<file path="config.mk">
export PLATFORM = sky130hd
export DESIGN_NAME = diag_source_select
export DESIGN_NICKNAME = d
export VERILOG_FILES = /design/src/diag_source_pkg.sv /design/src/diag_source_select.sv
export SDC_FILE = /design/constraint.sdc
export NUM_CORES = 1
export LEC_CHECK = 0
export ABC_AREA = 1
export ABC_CLOCK_PERIOD_IN_PS = 950
export BUFFER_PORTS_ARGS = -buffer_cell sky130_fd_sc_hd__buf_2
export CAP_MARGIN = 30
export CORE_MARGIN = 1
export CORE_UTILIZATION = 40
export DETAILED_ROUTE_END_ITERATION = 16
export MAX_ROUTING_LAYER = met4
export PLACE_DENSITY = 0.77
export SETUP_SLACK_MARGIN = 0.4
export SLEW_MARGIN = 10
export SYNTH_ARGS = -nofsm -noshare
export SYNTH_HDL_FRONTEND = slang
export SYNTH_SLANG_ARGS = --single-unit
</file>
<file path="constraint.sdc">
create_clock -name ref_clk -period 0.95 [get_ports ref_clk]
set_input_delay 0.0475 -clock ref_clk [delete_from_list [all_inputs] [get_ports ref_clk]]
set_output_delay 0.0475 -clock ref_clk [all_outputs]
set_load 0.02 [all_outputs]
</file>
<file path="src/diag_source_pkg.sv">
// Constants and types for the per-channel diagnostic source selectors
package diag_source_pkg;

    ////////////////////////////////////////////////////////////////////////////
    // Register map
    localparam int unsigned   REG_ADDR_W        = 8;
    localparam int unsigned   REG_DATA_W        = 8;
    localparam logic [7:0]    ADDR_SEL_CH1_CH2  = 8'h28;
    localparam logic [7:0]    ADDR_SEL_CH3_CH4  = 8'h29;
    localparam logic [7:0]    SEL_REG_RESET     = 8'h00;
    localparam logic [7:0]    UNMAPPED_READ     = 8'h00;

    ////////////////////////////////////////////////////////////////////////////
    // Field layout inside each selector register
    localparam int unsigned   SEL_W             = 3;
    localparam int unsigned   SEL_LO_POS        = 0;
    localparam int unsigned   SEL_HI_POS        = 3;
    localparam int unsigned   RSVD_POS          = 6;
    localparam int unsigned   RSVD_W            = 2;
    localparam logic [1:0]    RSVD_READ_VALUE   = 2'h0;

    ////////////////////////////////////////////////////////////////////////////
    // Channels served by this bank
    localparam int unsigned   NUM_CHAN          = 4;
    localparam int unsigned   NUM_SRC           = 8;

    ////////////////////////////////////////////////////////////////////////////
    // Source codes; the die temperature is read back as
    // (v - 0.69068) / 0.019328 + 25 degC by software
    localparam logic [2:0]    SRC_ANALOG_PIN    = 3'h0;
    localparam logic [2:0]    SRC_DIE_TEMP      = 3'h1;
    localparam logic [2:0]    SRC_REF_X4        = 3'h2;
    localparam logic [2:0]    SRC_ANA_REG_X4    = 3'h3;
    localparam logic [2:0]    SRC_DIG_REG_X4    = 3'h4;
    localparam logic [2:0]    SRC_IO_SUPPLY     = 3'h5;
    localparam logic [2:0]    SRC_ANA_GROUND    = 3'h6;
    localparam logic [2:0]    SRC_ANA_SUPPLY    = 3'h7;

    ////////////////////////////////////////////////////////////////////////////
    // Input range coding handed to the converter front end
    localparam int unsigned   RANGE_W           = 2;
    localparam logic [1:0]    RANGE_PM10V       = 2'h0;
    localparam logic [1:0]    RANGE_RESET       = 2'h0;

    typedef logic [SEL_W-1:0]   sel_t;
    typedef logic [RANGE_W-1:0] range_t;

endpackage : diag_source_pkg

</file>
<file path="src/diag_source_select.sv">
// Diagnostic source selector registers for converter channels 1 to 4
//
// Summary of operation
// - Register 0x28 holds channel 2 selector in [5:3], channel 1 in [2:0].
// - Register 0x29 holds channel 4 selector in [5:3], channel 3 in [2:0].
// - Bits [7:6] of both registers are read-only and read as zero.
// - Reset loads 0x00 so every channel starts on its analog pin.
// - Code 000 routes the channel's own analog input pin.
// - Code 001 routes the die temperature sensor.
// - Code 010 routes four times the 2.5 V reference.
// - Code 011 routes four times the 1.8 V analog regulator.
// - Codes 100 to 111: digital regulator, I/O supply, ground, analog supply.
// - Any diagnostic source forces the plus or minus 10 V input range.
`timescale 1ns/1ns

module diag_source_select
    import diag_source_pkg::*;
(
    input  wire logic                              ref_clk,          // 20 MHz clock
    input  wire logic                              sys_rst,          // Sync reset, active high
    input  wire logic [diag_source_pkg::REG_ADDR_W-1:0] reg_addr,    // Register address
    input  wire logic [diag_source_pkg::REG_DATA_W-1:0] reg_wdata,   // Write data
    input  wire logic                              reg_wr,           // Write strobe
    input  wire logic                              reg_rd,           // Read strobe
    output logic      [diag_source_pkg::REG_DATA_W-1:0] reg_rdata,   // Read data
    output logic                                   reg_rd_valid,     // Read data valid pulse
    output logic                                   reg_addr_hit,     // Last read hit this bank
    input  wire logic                              conv_start,       // Conversion start pulse
    input  wire logic [4*diag_source_pkg::RANGE_W-1:0] range_req,    // Programmed ranges
    output logic      [4*diag_source_pkg::SEL_W-1:0]   source_applied, // Sources in use
    output logic      [4*diag_source_pkg::NUM_SRC-1:0] source_onehot,  // Analog switch drive
    output logic      [3:0]                        diag_active,      // Channel on diag node
    output logic      [4*diag_source_pkg::RANGE_W-1:0] range_applied, // Range in use
    output logic      [4*diag_source_pkg::SEL_W-1:0]   source_pending  // Register contents
);

    import diag_source_pkg::*;

    ////////////////////////////////////////////////////////////////////////////
    // Elaboration checks

    // Port widths and field slicing are fixed by the register map; refuse
    // package edits the slicing cannot serve rather than let fields overlap
    // or spill silently into the reserved bits.
    if (SEL_HI_POS < SEL_LO_POS + SEL_W) begin : g_chk_overlap
        $error("selector fields overlap");
    end
    if (RSVD_POS != SEL_HI_POS + SEL_W) begin : g_chk_rsvd
        $error("reserved bits do not follow the upper selector");
    end
    if (RSVD_POS + RSVD_W != REG_DATA_W) begin : g_chk_fill
        $error("selector fields do not fill the register");
    end
    if (NUM_SRC != (1 << SEL_W)) begin : g_chk_src
        $error("switch drive must cover every selector code");
    end
    if (NUM_CHAN != 4) begin : g_chk_chan
        $error("port widths assume four channels");
    end

    ////////////////////////////////////////////////////////////////////////////
    // Register state

    sel_t   chan1_source_select_q;
    sel_t   chan1_source_select_d;
    sel_t   chan2_source_select_q;
    sel_t   chan2_source_select_d;
    sel_t   chan3_source_select_q;
    sel_t   chan3_source_select_d;
    sel_t   chan4_source_select_q;
    sel_t   chan4_source_select_d;

    logic   wr_sel12;
    logic   wr_sel34;

    assign wr_sel12 = reg_wr && (reg_addr == ADDR_SEL_CH1_CH2);
    assign wr_sel34 = reg_wr && (reg_addr == ADDR_SEL_CH3_CH4);

    // Reserved bits of write data are simply dropped; nothing stores them
    always_comb begin
        chan1_source_select_d = chan1_source_select_q;
        chan2_source_select_d = chan2_source_select_q;
        chan3_source_select_d = chan3_source_select_q;
        chan4_source_select_d = chan4_source_select_q;
        if (wr_sel12) begin
            chan1_source_select_d = reg_wdata[SEL_LO_POS +: SEL_W];
            chan2_source_select_d = reg_wdata[SEL_HI_POS +: SEL_W];
        end
        if (wr_sel34) begin
            chan3_source_select_d = reg_wdata[SEL_LO_POS +: SEL_W];
            chan4_source_select_d = reg_wdata[SEL_HI_POS +: SEL_W];
        end
    end

    always_ff @(posedge ref_clk) begin
        if (sys_rst) begin
            chan1_source_select_q <= SEL_REG_RESET[SEL_LO_POS +: SEL_W];
            chan2_source_select_q <= SEL_REG_RESET[SEL_HI_POS +: SEL_W];
            chan3_source_select_q <= SEL_REG_RESET[SEL_LO_POS +: SEL_W];
            chan4_source_select_q <= SEL_REG_RESET[SEL_HI_POS +: SEL_W];
        end else begin
            chan1_source_select_q <= chan1_source_select_d;
            chan2_source_select_q <= chan2_source_select_d;
            chan3_source_select_q <= chan3_source_select_d;
            chan4_source_select_q <= chan4_source_select_d;
        end
    end

    assign source_pending = {chan4_source_select_q, chan3_source_select_q,
                             chan2_source_select_q, chan1_source_select_q};

    ////////////////////////////////////////////////////////////////////////////
    // Read path

    logic [REG_DATA_W-1:0] rdata_q;
    logic [REG_DATA_W-1:0] rdata_d;
    logic                  rd_valid_q;
    logic                  rd_valid_d;
    logic                  hit_q;
    logic                  hit_d;

    // Unmapped reads answer zero so the read path never floats
    always_comb begin
        rdata_d    = rdata_q;
        rd_valid_d = reg_rd;
        hit_d      = hit_q;
        if (reg_rd) begin
            hit_d = 1'b1;
            case (reg_addr)
                ADDR_SEL_CH1_CH2: rdata_d = {RSVD_READ_VALUE,
                                             chan2_source_select_q,
                                             chan1_source_select_q};
                ADDR_SEL_CH3_CH4: rdata_d = {RSVD_READ_VALUE,
                                             chan4_source_select_q,
                                             chan3_source_select_q};
                default: begin
                    rdata_d = UNMAPPED_READ;
                    hit_d   = 1'b0;
                end
            endcase
        end
    end

    always_ff @(posedge ref_clk) begin
        if (sys_rst) begin
            rdata_q    <= UNMAPPED_READ;
            rd_valid_q <= 1'b0;
            hit_q      <= 1'b0;
        end else begin
            rdata_q    <= rdata_d;
            rd_valid_q <= rd_valid_d;
            hit_q      <= hit_d;
        end
    end

    assign reg_rdata    = rdata_q;
    assign reg_rd_valid = rd_valid_q;
    assign reg_addr_hit = hit_q;

    ////////////////////////////////////////////////////////////////////////////
    // Per-channel routing, latched at conversion start

    // Sampling at conv_start keeps a conversion from seeing its source switch
    // half way; a write landing in the same cycle waits for the next one.
    sel_t src_now [NUM_CHAN];

    assign src_now[0] = chan1_source_select_q;
    assign src_now[1] = chan2_source_select_q;
    assign src_now[2] = chan3_source_select_q;
    assign src_now[3] = chan4_source_select_q;

    for (genvar ch = 0; ch < NUM_CHAN; ch++) begin : g_chan
        sel_t                 applied_q;
        sel_t                 applied_d;
        logic [NUM_SRC-1:0]   onehot_q;
        logic [NUM_SRC-1:0]   onehot_d;
        logic                 diag_q;
        logic                 diag_d;
        range_t               range_q;
        range_t               range_d;

        always_comb begin
            applied_d = applied_q;
            onehot_d  = onehot_q;
            diag_d    = diag_q;
            range_d   = range_q;
            if (conv_start) begin
                applied_d = src_now[ch];
                onehot_d  = '0;
                case (src_now[ch])
                    SRC_ANALOG_PIN: onehot_d[SRC_ANALOG_PIN] = 1'b1;
                    SRC_DIE_TEMP:   onehot_d[SRC_DIE_TEMP]   = 1'b1;
                    SRC_REF_X4:     onehot_d[SRC_REF_X4]     = 1'b1;
                    SRC_ANA_REG_X4: onehot_d[SRC_ANA_REG_X4] = 1'b1;
                    SRC_DIG_REG_X4: onehot_d[SRC_DIG_REG_X4] = 1'b1;
                    SRC_IO_SUPPLY:  onehot_d[SRC_IO_SUPPLY]  = 1'b1;
                    SRC_ANA_GROUND: onehot_d[SRC_ANA_GROUND] = 1'b1;
                    SRC_ANA_SUPPLY: onehot_d[SRC_ANA_SUPPLY] = 1'b1;
                    default:        onehot_d[SRC_ANALOG_PIN] = 1'b1;
                endcase
                diag_d  = (src_now[ch] != SRC_ANALOG_PIN);
                range_d = (src_now[ch] != SRC_ANALOG_PIN) ? RANGE_PM10V
                          : range_req[ch*RANGE_W +: RANGE_W];
            end
        end

        // Reset state matches code 000 on the analog pin, but range loads RANGE_RESET, not the programmed range
        always_ff @(posedge ref_clk) begin
            if (sys_rst) begin
                applied_q <= SRC_ANALOG_PIN;
                onehot_q  <= {{(NUM_SRC-1){1'b0}}, 1'b1};
                diag_q    <= 1'b0;
                range_q   <= RANGE_RESET;
            end else begin
                applied_q <= applied_d;
                onehot_q  <= onehot_d;
                diag_q    <= diag_d;
                range_q   <= range_d;
            end
        end

        assign source_applied[ch*SEL_W +: SEL_W]       = applied_q;
        assign source_onehot[ch*NUM_SRC +: NUM_SRC]    = onehot_q;
        assign diag_active[ch]                         = diag_q;
        assign range_applied[ch*RANGE_W +: RANGE_W]    = range_q;
    end

endmodule : diag_source_select

</file>
==> flow_metrics.py <==
metrics = {
    "worst_hold_path": {
        "hold_depth": 3,
        "min_from": "range_req[7]",
        "worst_hold_path.endpoint": "g_chan[3].range_q[1]",
        "hold_class": "in2reg",
    },
    "die": {
        "die_area_um2": 7957,
        "start_util_pct": 41.71,
        "die_x_um": 89.20,
        "io_pins": 107,
        "die_y_um": 89.20,
        "core_um2": 7292,
        "fp-row-count": 31,
    },
    "power_and_ir_drop": {
        "switching_share_pct": 26.16,
        "p_leak_nw": 2.561,
        "pwr-share-comb_pct": 13.0,
        "p_sw_mw": 1.871,
        "powerDensity_nw_per_um2": 1264,
        "clkPwrFrac_pct": 40.6,
        "p_int_mw": 5.281,
        "peakVddDrop_mv": 0.6607,
        "seqPwrFrac_pct": 46.4,
    },
    "final_layout": {
        "antenna_cells": 0,
        "final_util_pct": 77.61,
        "layout-drive-gt1-share_pct": 71.30,
        "nets": 599,
        "stdcell_area_um2": 5659,
        "regArea_um2": 1647,
        "fillers": 388,
        "multi_input_area_um2": 1747,
        "areaGrowthSynthToFinish_pct": 86.06,
    },
    "detailed_routing": {
        "vias": 3567,
        "drc_errors": 0,
        "drtAntennaViolNets": 0,
        "wirelength_um": 12450,
        "drtIter0Drc": 188,
        "drt-pass1-iter-count": 5,
        "viasPerCell": 5.292,
        "post_drt_wl_per_cell_um": 18.48,
    },
    "place": {
        "dp_hpwl_um": 5883,
        "numPortBuffers": 102,
        "preCtsSetupSlack_ns": -0.04005,
        "globalplace.congestion": 0.8575,
        "placed_cell_area_um2": 3933,
    },
    "worst_setup_path": {
        "worstReg2RegStart": "chan3_source_select_q[0]",
        "required_ns": 1.22,
        "path_max_fanout": 4,
        "r2r-end": "g_chan[2].range_q[0]",
        "critPathKind": "reg2reg",
        "startpoint_type": "register",
        "arrival_ns": 1.32,
        "reg2reg_depth": 4,
        "r2r_slack_ns": -0.1,
        "cp-end-kind": "register",
    },
    "clocking": {
        "cts_tree": "done",
        "clkTransAtPathRegs_ns": 0.09,
        "clock-root-buffer": "clkbuf_8",
        "cts_buffers": 9,
        "clock_latency_ns": 0.35,
        "htreeDepth": 3,
        "cts_sinks": 76,
        "clock_path_buffers": 2,
    },
    "status": {
        "outcome": "finished, violations left",
        "violations": "negative hold slack, negative setup slack",
    },
    "run": {
        "max_cap_viol_count": 0,
    },
    "yosys": {
        "synth_xor_xnor_area_share_pct": 0,
        "synth_top_family_by_area": "simple AND/OR/NAND/NOR gates",
        "synth_top_area_share_pct": 50.02,
        "synthSimpleGateAreaFrac_pct": 29.00,
        "yosys.area.top_type": "dfxtp_1",
        "synth_warnings": 0,
        "ys_types": 20,
        "ys_seq_elements": 76,
        "avgSynthCellArea_um2": 7.329,
        "synth_area_leaders": "dfxtp_1 50%, nand2_1 14%, nor2_1 7.5%",
        "synth_compound_area_share_pct": 10.86,
        "synth_adder_area_share_pct": 0,
        "syn_area_um2": 3042,
        "synthMuxAreaShare_pct": 0,
        "ys_seq_area_share_pct": 50.02,
        "synthCells": 415,
    },
    "grt": {
        "antenna_found_initial": 0,
        "grt_pass1_wl_um": 14610,
        "grt_max_degree": 33,
        "grt_pass1_vias": 3125,
        "track_usage_pct": 25.30,
        "grt-ovfl-total": 0,
    },
    "sta": {
        "hold_viol_final": 15,
        "finalMaxSlewViolations": 0,
        "timing.hold.ws_ns": -0.06068,
        "max_freq_mhz": 956.9,
        "fin_crit_sh_pct": 110.0,
        "fin_ws_ns": -0.09504,
        "setup_viol_count_final": 18,
        "worst_clock_skew_ns": 0.01051,
        "fin_crit_ns": 1.045,
        "rsz0062_at_grt": "yes",
    },
}
[state kept, by name, summed over array words and instances, names as in the netlist, 3 cells and up]
register,count
chan1_source_select_q,3
chan2_source_select_q,3
chan3_source_select_q,3
chan4_source_select_q,3
g_chan.applied_q,12
g_chan.diag_q,4
g_chan.onehot_q,32
g_chan.range_q,8
reg_rdata,6
[metrics by stage]
| stage | setup TNS [ns] | power [mW] | hold slack [ns] | cells |
|---|---|---|---|---|
| 3_5_place_dp | -0.3870 | 4.005 | 0.2968 | 606 |
| 4_1_cts | 0 | 6.981 | -0.08256 | 651 |
| 3_3_place_gp | -0.1293 | 3.992 | 0.2883 | 606 |
| 2_1_floorplan | 0 | 3.771 | 0.1620 | 416 |
| 6_report | -0.7831 | 7.152 | -0.06068 | 674 |
| 5_1_grt | -1.402 | 7.354 | -0.05002 | 674 |
[Yosys cell counts]
master / number
inv_2: 1
nor2_1: 61
a22oi_1: 4
buf_2: 9
conb_1: 1
dfxtp_1: 76
o21ai_0: 15
nand2_1: 116
nor2_2: 2
clkbuf_1: 6
buf_6: 2
nand2_2: 2
a21oi_1: 43
inv_1: 40
nor2_8: 1
o211a_1: 1
nand3_4: 2
nand3_1: 23
buf_4: 8
nor2_4: 2
[power groups by stage]
stage | logic (mW) | registers, mW | clock network [mW]
finish | 0.930 | 3.32 | 2.90
global route | 0.985 | 3.32 | 3.05
CTS | 0.786 | 3.30 | 2.89
detailed placement | 0.656 | 3.35 | 0
global placement | 0.644 | 3.35 | 0
floorplan | 0.336 | 3.43 | 0
[layout by cell type, fill, tap and decap left out, drive strengths merged]
master and instances:
inv 42, dfxtp 76, nand3 25, conb 2, nor2 66, buf 168
o21ai 15, a22oi 4, o211a 1, clkbuf 11, clkinv 2, bufinv 2
a21oi 43, nand2 118
[worst max-delay path: stages, from the launching register on]
cell	delay [ns]
dfxtp_4	0.38
buf_12	0.14
nor2_4	0.14
nand3_1	0.12
a21oi_1	0.19
[layer usage]
metal	GRT usage (%)	routed length (um)	vias up
met2	44.62	6221	213
met1	27.51	4910	1692
met3	5.448	841	60
li1	-	-	1602
met5	-	0	-
met4	10.53	480	0
[cells by family (layout without fill, tap and decap cells)]
| group | Yosys count | count (layout) |
|---|---|---|
| compound gates | 63 | 63 |
| other cells | 1 | 2 |
| flops | 76 | 76 |
| simple gates | 209 | 209 |
| buf+inv | 66 | 225 |
[layout make-up]
cell class                 instances  share of cell area, %
inverter                          41                  4.599
tap                               99                  2.189
clock buffer                      11                  2.697
multi-input combinational        274                  30.86
clock inverter                     5                  1.415
timing repair buffer             168                  29.14
sequential                        76                  29.10
[how the worst max path moves through the flow]
stage,startpoint,endpoint,slack (ns)
2_1_floorplan,chan4_source_select_q[1],g_chan[3].range_q[0],0.10
3_3_place_gp,reg_addr[7],chan1_source_select_q[1],-0.03
3_5_place_dp,conv_start,g_chan[1].onehot_q[5],-0.04
4_1_cts,chan1_source_select_q[0],source_pending[0],0.01
5_1_grt,chan3_source_select_q[0],g_chan[2].range_q[0],-0.12
6_report,chan3_source_select_q[0],g_chan[2].range_q[0],-0.1
[timing repair]
| action | in CTS | in global routing |
|---|---|---|
| setup buffers | 29 | 23 |
| setup endpoints to repair | 151 | 151 |
| pin swaps | 38 | 41 |
| gates cloned | 0 | 0 |
| resized for setup | 266 | 98 |
| hold endpoints to repair | 20 | 20 |
(Power assumes the default switching activity.)
